==> config.mk <==
export PLATFORM = sky130hd
export DESIGN_NAME = bus_idle_insert
export DESIGN_NICKNAME = d
export VERILOG_FILES = /design/src/shared/bus_idle_pkg.sv /design/src/rtl/bus_idle_insert.sv /design/src/rtl/idle_cfg_regs.sv
export SDC_FILE = /design/constraint.sdc
export NUM_CORES = 1
export LEC_CHECK = 0
export ABC_CLOCK_PERIOD_IN_PS = 5000
export BUFFER_PORTS_ARGS = -buffer_cell sky130_fd_sc_hd__buf_2
export CORE_MARGIN = 4
export CORE_UTILIZATION = 55
export CTS_CLUSTER_DIAMETER = 120
export DETAILED_ROUTE_END_ITERATION = 10
export PLACE_DENSITY = 0.84
export RECOVER_POWER = 50
export REMOVE_ABC_BUFFERS = 1
export SKIP_LAST_GASP = 1
export SLEW_MARGIN = 10
export SYNTH_ARGS = -nofsm -noshare
export SYNTH_HDL_FRONTEND = slang
export SYNTH_HIERARCHICAL = 1
export SYNTH_SLANG_ARGS = --single-unit
==> constraint.sdc <==
create_clock -name clk_sys -period 5 [get_ports clk_sys]
set_input_delay 0.25 -clock clk_sys [delete_from_list [all_inputs] [get_ports clk_sys]]
set_output_delay 0.25 -clock clk_sys [all_outputs]
set_load 0.02 [all_outputs]
==> src/shared/bus_idle_pkg.sv <==
// Shared constants for the read-read idle-cycle insertion block.
package bus_idle_pkg;

  // ----------------------------------------------------------------
  // Register map
  // ----------------------------------------------------------------
  localparam int unsigned APB_AW          = 8;
  localparam logic [7:0]  CFG_OFFSET      = 8'h00;
  localparam logic [7:0]  STATUS_OFFSET   = 8'h04;

  // ----------------------------------------------------------------
  // Configuration fields
  // ----------------------------------------------------------------
  localparam int unsigned OTHER_MSB       = 21;
  localparam int unsigned OTHER_LSB       = 19;
  localparam int unsigned SAME_MSB        = 18;
  localparam int unsigned SAME_LSB        = 16;
  localparam int unsigned RSVD_BIT        = 15;
  localparam logic [2:0]  IDLE_CODE_RESET = 3'h3;

  // ----------------------------------------------------------------
  // Status fields
  // ----------------------------------------------------------------
  localparam int unsigned STAT_BUSY_BIT   = 0;
  localparam int unsigned STAT_WAIT_BIT   = 1;
  localparam int unsigned STAT_LASTRD_BIT = 2;
  localparam int unsigned STAT_NEED_LSB   = 4;
  localparam int unsigned STAT_SPACE_LSB  = 8;

  // ----------------------------------------------------------------
  // Idle counting
  // ----------------------------------------------------------------
  localparam int unsigned IDLE_W          = 4;
  localparam logic [3:0]  IDLE_NONE       = 4'h0;
  localparam logic [3:0]  IDLE_ONE        = 4'h1;
  localparam logic [3:0]  IDLE_MAX        = 4'hC;
  localparam int unsigned ACCESS_CYCLES   = 2;

  // Converts an idle-cycle code into the number of idle cycles.
  function automatic logic [3:0] idle_cycles(input logic [2:0] code);
    logic [3:0] n;
    unique case (code)
      3'h0: n = 4'h0;
      3'h1: n = 4'h1;
      3'h2: n = 4'h2;
      3'h3: n = 4'h4;
      3'h4: n = 4'h6;
      3'h5: n = 4'h8;
      3'h6: n = 4'hA;
      3'h7: n = 4'hC;
    endcase
    return n;
  endfunction : idle_cycles

endpackage : bus_idle_pkg

==> src/rtl/bus_idle_insert.sv <==
// External bus access sequencer with read-read idle-cycle insertion.
//
// What this block does
// - Reads switching spaces get the other-space idle count from bits 21..19.
// - Consecutive reads to one space get the same-space count from bits 18..16.
// - Codes 0..7 give 0,1,2,4,6,8,10,12 idle cycles; both reset to 3.
// - Bit 15 is reserved, reads zero; software writes zero.
//
// The implementer's own choices: the APB slave port and the address map.
`timescale 1ns/100ps
module bus_idle_insert #(
  parameter int unsigned NUM_SPACES = 8,
  parameter int unsigned ADDR_W     = 26,
  parameter int unsigned DATA_W     = 32,
  parameter int unsigned ACC_CYCLES = bus_idle_pkg::ACCESS_CYCLES
) (
  input  wire logic                          clk_sys,
  input  wire logic                          sys_rst,
  input  wire logic                          psel,
  input  wire logic                          penable,
  input  wire logic                          pwrite,
  input  wire logic [7:0]                    paddr,
  input  wire logic [31:0]                   pwdata,
  output logic                               pready,
  output logic [31:0]                        prdata,
  output logic                               pslverr,
  input  wire logic                          reqValid,
  output logic                               reqReady,
  input  wire logic                          reqWrite,
  input  wire logic [$clog2(NUM_SPACES)-1:0] reqSpace,
  input  wire logic [ADDR_W-1:0]             reqAddr,
  input  wire logic [DATA_W-1:0]             reqWdata,
  output logic                               rspValid,
  output logic [DATA_W-1:0]                  rspRdata,
  output logic [ADDR_W-1:0]                  memAddr,
  output logic [NUM_SPACES-1:0]              memCsN,
  output logic                               memRdN,
  output logic                               memWrN,
  output logic [DATA_W-1:0]                  memDataOut,
  output logic                               memDataOe,
  input  wire logic [DATA_W-1:0]             memDataIn
);

  localparam int unsigned SPACE_W = $clog2(NUM_SPACES);
  localparam logic [3:0]  ACC_LAST = 4'(ACC_CYCLES - 1);

  typedef enum logic [1:0] {
    ST_IDLE,
    ST_GAP,
    ST_ACCESS
  } phase_t;

  typedef struct packed {
    phase_t                phase;
    logic [3:0]            accCnt;
    logic [3:0]            idleCnt;
    logic [3:0]            need;
    logic                  lastRead;
    logic [SPACE_W-1:0]    lastSpace;
    logic                  write;
    logic [SPACE_W-1:0]    space;
    logic [ADDR_W-1:0]     addr;
    logic [DATA_W-1:0]     wdata;
    logic [DATA_W-1:0]     rdata;
    logic                  rspValid;
    logic                  rdPend;
    logic                  pendRd;
    logic [NUM_SPACES-1:0] csN;
    logic                  rdN;
    logic                  wrN;
    logic                  oe;
    logic [DATA_W-1:0]     syncA;
    logic [DATA_W-1:0]     syncB;
  } state_t;

  state_t     s;
  state_t     next_s;
  logic [2:0] idleRdRdOtherSpace;
  logic [2:0] idleRdRdSameSpace;
  logic [31:0] statusWord;
  logic       lastAcc;
  logic [3:0] avail;
  logic [3:0] reqNeed;
  logic       prevRead;
  logic [SPACE_W-1:0] prevSpace;

  // ----------------------------------------------------------------
  // Configuration registers
  // ----------------------------------------------------------------
  idle_cfg_regs u_regs (
    .clk_sys            (clk_sys),
    .sys_rst            (sys_rst),
    .psel               (psel),
    .penable            (penable),
    .pwrite             (pwrite),
    .paddr              (paddr),
    .pwdata             (pwdata),
    .pready             (pready),
    .prdata             (prdata),
    .pslverr            (pslverr),
    .statusWord         (statusWord),
    .idleRdRdOtherSpace (idleRdRdOtherSpace),
    .idleRdRdSameSpace  (idleRdRdSameSpace)
  );

  always_comb begin
    statusWord = '0;
    statusWord[bus_idle_pkg::STAT_BUSY_BIT]   = (s.phase != ST_IDLE);
    statusWord[bus_idle_pkg::STAT_WAIT_BIT]   = (s.phase == ST_GAP);
    statusWord[bus_idle_pkg::STAT_LASTRD_BIT] = s.lastRead;
    statusWord[bus_idle_pkg::STAT_NEED_LSB +: bus_idle_pkg::IDLE_W] = s.need;
    statusWord[bus_idle_pkg::STAT_SPACE_LSB +: SPACE_W] = s.lastSpace;
  end

  // ----------------------------------------------------------------
  // Idle requirement for a new request
  // ----------------------------------------------------------------
  assign lastAcc  = (s.phase == ST_ACCESS) && (s.accCnt == ACC_LAST);
  assign reqReady = (s.phase == ST_IDLE) || lastAcc;

  // Idle cycles that will have passed if the next access started next cycle.
  assign avail = lastAcc ? bus_idle_pkg::IDLE_NONE
               : ((s.idleCnt >= bus_idle_pkg::IDLE_MAX) ? bus_idle_pkg::IDLE_MAX
                  : s.idleCnt + bus_idle_pkg::IDLE_ONE);

  always_comb begin
    reqNeed = bus_idle_pkg::IDLE_NONE;
    // A request taken in the last access cycle follows the access still running.
    prevRead  = lastAcc ? !s.write : s.lastRead;
    prevSpace = lastAcc ? s.space : s.lastSpace;
    if (!reqWrite && prevRead) begin
      if (reqSpace == prevSpace) begin
        reqNeed = bus_idle_pkg::idle_cycles(idleRdRdSameSpace);
      end else begin
        reqNeed = bus_idle_pkg::idle_cycles(idleRdRdOtherSpace);
      end
    end
  end

  // ----------------------------------------------------------------
  // Sequencer
  // ----------------------------------------------------------------
  always_comb begin
    next_s          = s;
    next_s.syncA    = memDataIn;
    next_s.syncB    = s.syncA;
    // Read data are taken one cycle after the access, once the synchroniser holds them.
    next_s.rspValid = s.rdPend;
    next_s.rdPend   = 1'b0;
    if (s.rdPend && s.pendRd) begin
      next_s.rdata = s.syncB;
    end
    if (s.phase != ST_ACCESS && s.idleCnt < bus_idle_pkg::IDLE_MAX) begin
      next_s.idleCnt = s.idleCnt + bus_idle_pkg::IDLE_ONE;
    end
    unique case (s.phase)
      ST_IDLE: begin
      end
      ST_GAP: begin
        if (avail >= s.need) begin
          next_s.phase  = ST_ACCESS;
          next_s.accCnt = '0;
        end
      end
      ST_ACCESS: begin
        next_s.accCnt = s.accCnt + 4'h1;
        if (lastAcc) begin
          next_s.phase     = ST_IDLE;
          next_s.idleCnt   = bus_idle_pkg::IDLE_NONE;
          next_s.lastRead  = !s.write;
          next_s.lastSpace = s.space;
          next_s.rdPend    = 1'b1;
          next_s.pendRd    = !s.write;
        end
      end
    endcase
    if (reqValid && reqReady) begin
      next_s.write  = reqWrite;
      next_s.space  = reqSpace;
      next_s.addr   = reqAddr;
      next_s.wdata  = reqWdata;
      next_s.need   = reqNeed;
      next_s.accCnt = '0;
      next_s.phase  = (avail >= reqNeed) ? ST_ACCESS : ST_GAP;
    end
    // Strobes are active only in the access phase.
    next_s.csN = '1;
    next_s.rdN = 1'b1;
    next_s.wrN = 1'b1;
    next_s.oe  = 1'b0;
    if (next_s.phase == ST_ACCESS) begin
      next_s.csN[next_s.space] = 1'b0;
      next_s.rdN = next_s.write;
      next_s.wrN = !next_s.write;
      next_s.oe  = next_s.write;
    end
    if (sys_rst) begin
      next_s          = '0;
      next_s.phase    = ST_IDLE;
      next_s.idleCnt  = bus_idle_pkg::IDLE_MAX;
      next_s.csN      = '1;
      next_s.rdN      = 1'b1;
      next_s.wrN      = 1'b1;
    end
  end

  always_ff @(posedge clk_sys) begin
    s <= next_s;
  end

  // ----------------------------------------------------------------
  // Outputs
  // ----------------------------------------------------------------
  assign rspValid   = s.rspValid;
  assign rspRdata   = s.rdata;
  assign memAddr    = s.addr;
  assign memCsN     = s.csN;
  assign memRdN     = s.rdN;
  assign memWrN     = s.wrN;
  assign memDataOut = s.wdata;
  assign memDataOe  = s.oe;

endmodule : bus_idle_insert

==> src/rtl/idle_cfg_regs.sv <==
// APB slave holding the idle-cycle configuration and reading back status.
`timescale 1ns/100ps
module idle_cfg_regs (
  input  wire logic        clk_sys,
  input  wire logic        sys_rst,
  input  wire logic        psel,
  input  wire logic        penable,
  input  wire logic        pwrite,
  input  wire logic [7:0]  paddr,
  input  wire logic [31:0] pwdata,
  output logic             pready,
  output logic [31:0]      prdata,
  output logic             pslverr,
  input  wire logic [31:0] statusWord,
  output logic [2:0]       idleRdRdOtherSpace,
  output logic [2:0]       idleRdRdSameSpace
);

  typedef struct packed {
    logic [2:0]  other;
    logic [2:0]  same;
    logic [31:0] rdata;
    logic        err;
  } regs_t;

  regs_t r;
  regs_t next_r;
  logic  setup;
  logic  access;
  logic  hitCfg;
  logic  hitStat;

  assign setup   = psel && !penable;
  assign access  = psel && penable;
  assign hitCfg  = (paddr == bus_idle_pkg::CFG_OFFSET);
  assign hitStat = (paddr == bus_idle_pkg::STATUS_OFFSET);

  // ----------------------------------------------------------------
  // Register update
  // ----------------------------------------------------------------
  always_comb begin
    next_r = r;
    if (setup) begin
      next_r.err   = !(hitCfg || hitStat);
      next_r.rdata = '0;
      if (!pwrite && hitCfg) begin
        next_r.rdata[bus_idle_pkg::OTHER_MSB:bus_idle_pkg::OTHER_LSB] = r.other;
        next_r.rdata[bus_idle_pkg::SAME_MSB:bus_idle_pkg::SAME_LSB]   = r.same;
        next_r.rdata[bus_idle_pkg::RSVD_BIT] = 1'b0;
      end else if (!pwrite && hitStat) begin
        next_r.rdata = statusWord;
      end
    end
    if (access && pwrite && hitCfg) begin
      next_r.other = pwdata[bus_idle_pkg::OTHER_MSB:bus_idle_pkg::OTHER_LSB];
      next_r.same  = pwdata[bus_idle_pkg::SAME_MSB:bus_idle_pkg::SAME_LSB];
    end
    if (sys_rst) begin
      next_r.other = bus_idle_pkg::IDLE_CODE_RESET;
      next_r.same  = bus_idle_pkg::IDLE_CODE_RESET;
      next_r.rdata = '0;
      next_r.err   = 1'b0;
    end
  end

  always_ff @(posedge clk_sys) begin
    r <= next_r;
  end

  assign pready             = access;
  assign prdata             = r.rdata;
  assign pslverr            = access && r.err;
  assign idleRdRdOtherSpace = r.other;
  assign idleRdRdSameSpace  = r.same;

endmodule : idle_cfg_regs

* Word-level counts from Yosys, hierarchy flattened
Memory sizes are Yosys's and may differ from the RTL's. A register that Yosys moved wholly into a read port is not among the register bits.
Index checks and enable logic that the tools add are counted.
** Operators by class
- Reductions and logical operators :: 30
- Multiplexer cells :: 25
- Order comparisons :: 6
- Equality and inequality tests :: 8
- Add/sub/neg operators :: 2
- Bitwise gates (word level) :: 3
** Operators by type and width (number)
- 62-bit 2-to-1 mux :: 1
- 4-bit 2-to-1 mux :: 7
- 11-bit 2-to-1 mux :: 2
- 3-bit 2-to-1 mux :: 5
- 1-bit logical AND :: 13
- 6-bit 2-to-1 mux :: 2
- 6-bit case mux with 2 select lines :: 1
- 4-bit by 1-bit adder with 4-bit output (second input constant) :: 2
- 8-bit by 3-bit == test with 1-bit output (second input constant) :: 1
- 4-bit greater-or-equal comparator :: 2
- 8-bit logical NOT :: 1
- 8-bit NOT :: 1
- 7-bit 2-to-1 mux :: 1
- 1-bit logical NOT :: 6
- 2-bit 2-to-1 mux :: 3
- 2-bit OR reduction :: 3
- 2-bit == test (second input constant) :: 2
- 4-bit by 1-bit == test with 1-bit output (second input constant) :: 1
- 4-bit greater-or-equal comparator (second input constant) :: 1
- 3-bit by 4-bit < comparator with 1-bit output (second input constant) :: 1
- 4-bit < comparator (second input constant) :: 1
- 2-bit inequality test (second input constant) :: 2
- 2-bit AND reduction :: 2
- 2-bit nonzero test :: 2
- other kinds (8) :: 11
** Storage, ports and cells
- Bits in registers :: 228
- ROM bits :: 64
- Memories kept :: 2
- Output and inout port bits :: 137
- Logic and storage cells :: 99
- Input port bits :: 140
** Memory list
- (no name shown) :: words 8, width 4, read ports 1, clocked after memory_dff 1, write ports 0, line bus_idle_pkg.sv:42 : unique case (code)
- (no name shown) :: words 8, width 4, read ports 1, clocked after memory_dff 1, write ports 0, line bus_idle_pkg.sv:42

* Longest topological paths before layout
- Depth in word-level cells :: 12
- Gate-level depth with buffers :: 15
- Depth with buffers taken out :: 13

* Modules after synthesis
Netlist, hierarchy kept.
** By module, submodules not included
- bus_idle_insert :: area an instance 7703.6 µm², cells an instance 876, times used 1, seq. area each 3783.6 µm²
- idle_cfg_regs :: area an instance 1712.9 µm², cells an instance 155, times used 1, seq. area each 780.7 µm²

* Least setup slack after synthesis
Ideal clock, no wire load.
- Kind :: flip-flop to flip-flop
- Start point :: reg s[184] (netlist bit)
- End point :: reg s (netlist bit memRdN)
- Arrival :: 3129 ps
- Data required time :: 4936 ps
- Setup slack :: 1807 ps
- Cell stages (with the launch flop) :: 14
- Period minus slack after synthesis :: 3193 ps
- Library setup time :: 64 ps
- Cell sequence :: dfxtp_1 -> ha_1 -> and4bb_4 -> mux2i_2 -> xnor2_1 -> a31oi_4 -> mux2_4 -> ha_1 -> nand2b_1 -> a21o_1 -> a21o_1 -> a211o_1 -> clkbuf_1 -> nand4_1
** Between the ends
- Cells in the longest elaborated chain, start to end :: 12
** RTL lines
- from (decl) :: line bus_idle_insert.sv:76 : state_t s;
- from (signal assigned) :: line bus_idle_insert.sv:208 : s <= next_s;
- 4-bit by 1-bit == test with 1-bit output (*) :: line bus_idle_insert.sv:118 : assign lastAcc = (s.phase == ST_ACCESS) && (s.accCnt == ACC_LAST);
- 1-bit logical AND (*) :: line bus_idle_insert.sv:118
- 3-bit 2-to-1 mux :: line bus_idle_insert.sv:130 : prevSpace = lastAcc ? s.space : s.lastSpace;
- 3-bit == test :: line bus_idle_insert.sv:132 : if (reqSpace == prevSpace) begin
- 4-bit 2-to-1 mux :: line bus_idle_insert.sv:132
- 4-bit 2-to-1 mux (*) :: line bus_idle_insert.sv:131 : if (!reqWrite && prevRead) begin
- net reqNeed[0] :: line bus_idle_insert.sv:83 : logic [3:0] reqNeed;
- 4-bit greater-or-equal comparator (*) :: line bus_idle_insert.sv:184 : next_s.phase = (avail >= reqNeed) ? ST_ACCESS : ST_GAP;
- 2-bit 2-to-1 mux (*) :: line bus_idle_insert.sv:184
- 6-bit 2-to-1 mux (*) :: line bus_idle_insert.sv:177 : if (reqValid && reqReady) begin
- 2-bit == test (*) :: line bus_idle_insert.sv:191 : if (next_s.phase == ST_ACCESS) begin
- 1-bit NOT (no line) (*)
- 2-bit OR reduction (no line) (*)
Mark *: on every way through the listed nets, which the timed path passes. The rest lies on a longest branch. The select of a mux whose other input is x is not followed.
A chain may end at the register's enable or synchronous reset.

* Worst setup path in the final report
- Start point :: reg s[188] (netlist bit)
- End point :: reg s (netlist bit memDataOe)
** Between the ends
- Cells in the longest elaborated chain, start to end :: 12
** RTL lines (line)
- 2-bit == test (*) :: bus_idle_insert.sv:118
- 1-bit logical AND (*) :: bus_idle_insert.sv:118
- 3-bit 2-to-1 mux :: bus_idle_insert.sv:130
- 3-bit == test :: bus_idle_insert.sv:132
- 4-bit 2-to-1 mux :: bus_idle_insert.sv:132
- 4-bit 2-to-1 mux (*) :: bus_idle_insert.sv:131
- net reqNeed[0] :: bus_idle_insert.sv:83
- 4-bit greater-or-equal comparator (*) :: bus_idle_insert.sv:184
- 2-bit 2-to-1 mux (*) :: bus_idle_insert.sv:184
- 6-bit 2-to-1 mux (*) :: bus_idle_insert.sv:177
- 2-bit == test (*) :: bus_idle_insert.sv:191
- 1-bit NOT (no line) (*)
- 2-bit OR reduction (no line) (*)
Marked as above.

==> impl_metrics.toml <==
[outcome]
status = "finished, final reports clean"

[global_route]
track_usage = 0.227
antenna_found_initial = 2
wire_length_of_the_first_global_routing_pass_microns = 36900
via_count_of_the_first_global_routing_pass = 7388
global_route.overflow_total = 0
grt_max_degree = 101

[power_and_ir_drop]
clkPwrFrac = 0.416
p_switching_mw = 0.975
power.share.combinational = 0.101
pwr-share-seq = 0.484
p_int_mw = 2.98
ir_worst_vdd_mv = 0.255
power-per-cell-area_mw_per_mm2 = 350
netSwitchingFraction = 0.247
total_leakage_power_nw = 4.57

[routing]
wire_per_inst_microns = 15.7
drt_first_pass_iters = 5
drc_errors = 0
detail-route-antenna-nets = 0
route.vias.total = 7422
first_iter_violations = 459
routed_via_density = 5.04
postRouteWirelength_microns = 23100

[cts]
cts_tree = "built"
max-clock-path-buffers = 3
cts_made_buffers = 23
post-cts-setup-buffers = 0
clkLatencyLatePin_ns = 0.51
clock_sinks = 228
postCtsResizedCells = 0
cts.htree.levels = 1
clk_pin_slew_ns = 0.06
cts.root.buffer_cell = "clkbuf_16"

[placed_design]
dpl.hpwl_microns = 13900
cell_count_after_placement = 1335
count_of_buffers_from_port_buffering = 250
place.gp.congestion = 0.807

[floorplan]
initial_utilization = 0.564
core_region_area_sq_mm = 0.0167
floorplan.die.width_microns = 139
die-area_sq_mm = 0.0193
row_count = 47
die_height_microns = 139
design.portCount = 277

[yosys]
syn-mean-instance-area_sq_um = 9.13
seq_area_frac_synth = 0.485
synth.lib_cells_used.distinct = 58
synthesis.yosys.warnings = 6
synth_flop_cell = "dfxtp_1"
synthArstFlopShare = 0
ys_ff_latch = 228
synthesis.instances = 1031
synth_edf_count = 0
syn-cell-area_sq_mm = 0.00942

[timing]
rsz_0062_raised_after_global_routing = "no"
maxSlewViolCount = 0
worst_slew_margin_relative_to_its_limit = 0.240
setup_violation_total_in_the_final_timing_report = 0
min_period_over_period = 0.788
fin_setup_tns_ns = 0
post-route-min-period_ns = 3.94
finClkSkew_ns = 0.0161
max_fclk_ghz = 0.254
finalHoldViolations = 0
tightestPinTransition_ns = 1.14

[setup_path]
critical-path-slowest-cell = "a211o_1"
critical_path.reg2reg.endpoint = "memDataOe"
timing_worst_setup_path_type = "reg -> reg"
cp_data_required_time_ns = 5.39
regToRegSetupSlack_ns = 1.06
cp_capture_type = "flip-flop"
slowest_delay_ns = 0.45
cp_cell_sequence = "inv_1, ha_1, and4bb_4, mux2i_2, xnor2_1, a31oi_4, mux2_4, ha_1, nand2b_1, a21o_1, a21o_1, a211o_1, and4_1"
ff2ff_path_depth = 13
timing.critical_path.from_type = "flip-flop"
arrival_ns = 4.33
critical_path_peak_fanout = 13
critical_path.reg2reg.startpoint = "s[188]"

[job]
cap_viol_max_count = 0

[cells_and_area]
final_cells = 1473
synthToLayoutAreaGrowth_pct = 19.8
final_net_count = 1396
layout_common_cells = "dfxtp_1 (228), nand2_1 (202), buf_2 (131)"
drive_gt1_frac = 0.150
layout_commonest_cell = "dfxtp_1"

[hold_path]
worstHoldPathCells = 2
worst_hold_startpoint = "memDataIn[27]"
hold_path_end = "s[59]"
hold_path.class = "in -> reg"
[worst max-delay path by stage]
stage	startpoint	end	depth (start not counted)
5_1_grt	s[188]	memDataOe	13
3_5_place_dp	s[188]	memDataOe	13
6_report	s[188]	memDataOe	13
4_1_cts	s[188]	memDataOe	13
2_1_floorplan	s[188]	s[176]	7
3_3_place_gp	s[188]	memDataOe	13
[through the flow]
stage          worst slack, ns   util  total power, mW  hold WS (ns)  cell area (sq um)
2_1_floorplan            0.551      -             2.13         0.319               8190
3_3_place_gp              1.15  0.586             2.28         0.416               9780
3_5_place_dp              1.07  0.586             2.29         0.422               9780
4_1_cts                   1.03  0.685             3.99      0.000426              11400
5_1_grt                  0.814  0.675             4.11      0.000128              11300
6_report                  1.06  0.675             3.95        0.0172              11300
[layer usage]
layer	global-route usage	wire (microns)	vias up
li1	-	-	3653
met1	0.267	9200	3442
met2	0.405	11700	250
met3	0.0459	1300	75
met4	0.0953	922	2
met5	0	12	-
[flip-flops by register name (all words and copies together) (netlist names), 3 cells and up]
signal                     flops
memAddr                       26
memCsN                         8
memDataOut                    32
rspRdata                      32
s                             87
u_regs/idleRdRdOtherSpace      3
u_regs/idleRdRdSameSpace       3
u_regs/prdata                 32
[kinds of logic after synthesis]
kind of cell	after synthesis	share of synthesized area
AO/OA/AOI/OAI	172	0.115
XOR/XNOR	4	0.00372
adder cells (fa/ha/maj)	22	0.0292
buffers and inverters	206	0.145
flip-flops	228	0.485
multiplexers	30	0.0355
other	1	0.000398
AND/OR/NAND/NOR	368	0.187
[power groups by stage]
stage          Clock [mW]  Combinational (mW)  Sequential, mW
5_1_grt              1.76               0.433            1.92
6_report             1.64               0.397            1.91
3_5_place_dp            0               0.342            1.95
4_1_cts              1.68               0.402            1.91
3_3_place_gp            0               0.336            1.95
2_1_floorplan           0               0.142            1.99
[what timing repair did]
| item | 4_1_cts | 5_1_grt |
|---|---|---|
| endpoints found under the setup margin | 0 | 0 |
| hold buffers | 94 | 0 |
| endpoints found under the hold margin | 94 | 0 |
[critical path: cells and delay by family, from the launching register on]
family,cells,cell delay [ns]
flip-flops,1,0.32
AND/OR/NAND/NOR,3,0.79
XOR/XNOR,1,0.13
multiplexers,2,0.63
AO/OA/AOI/OAI,4,1.17
buffers and inverters,1,0.10
adder cells (fa/ha/maj),2,0.67
[cell usage after synthesis, types with 6 or more instances]
master	n	area (sq um)
nor2b_1	77	482
nor2_1	36	135
buf_2	19	95.1
mux2i_1	23	230
nand2b_1	9	56.3
a22o_1	26	228
buf_4	140	1050
a21oi_1	105	526
ha_1	22	275
a32oi_1	6	52.6
nand4_1	11	68.8
o2bb2ai_1	6	52.6
inv_1	14	52.6
dfxtp_1	228	4560
nand2_1	202	758
clkbuf_1	29	109
and2_1	8	50.1
[final cells by class]
| type | count | area [sq um] |
|---|---|---|
| Sequential cell | 228 | 4560 |
| Tap cell | 220 | 275 |
| Antenna cell | 3 | 7.51 |
| Fill cell | 1310 | 5420 |
| Timing Repair Buffer | 349 | 2080 |
| Clock buffer | 35 | 671 |
| Multi-Input combinational cell | 618 | 3570 |
| Clock inverter | 6 | 48.8 |
| Inverter | 14 | 52.6 |
Note: power is estimated with default switching activity, not from simulation.
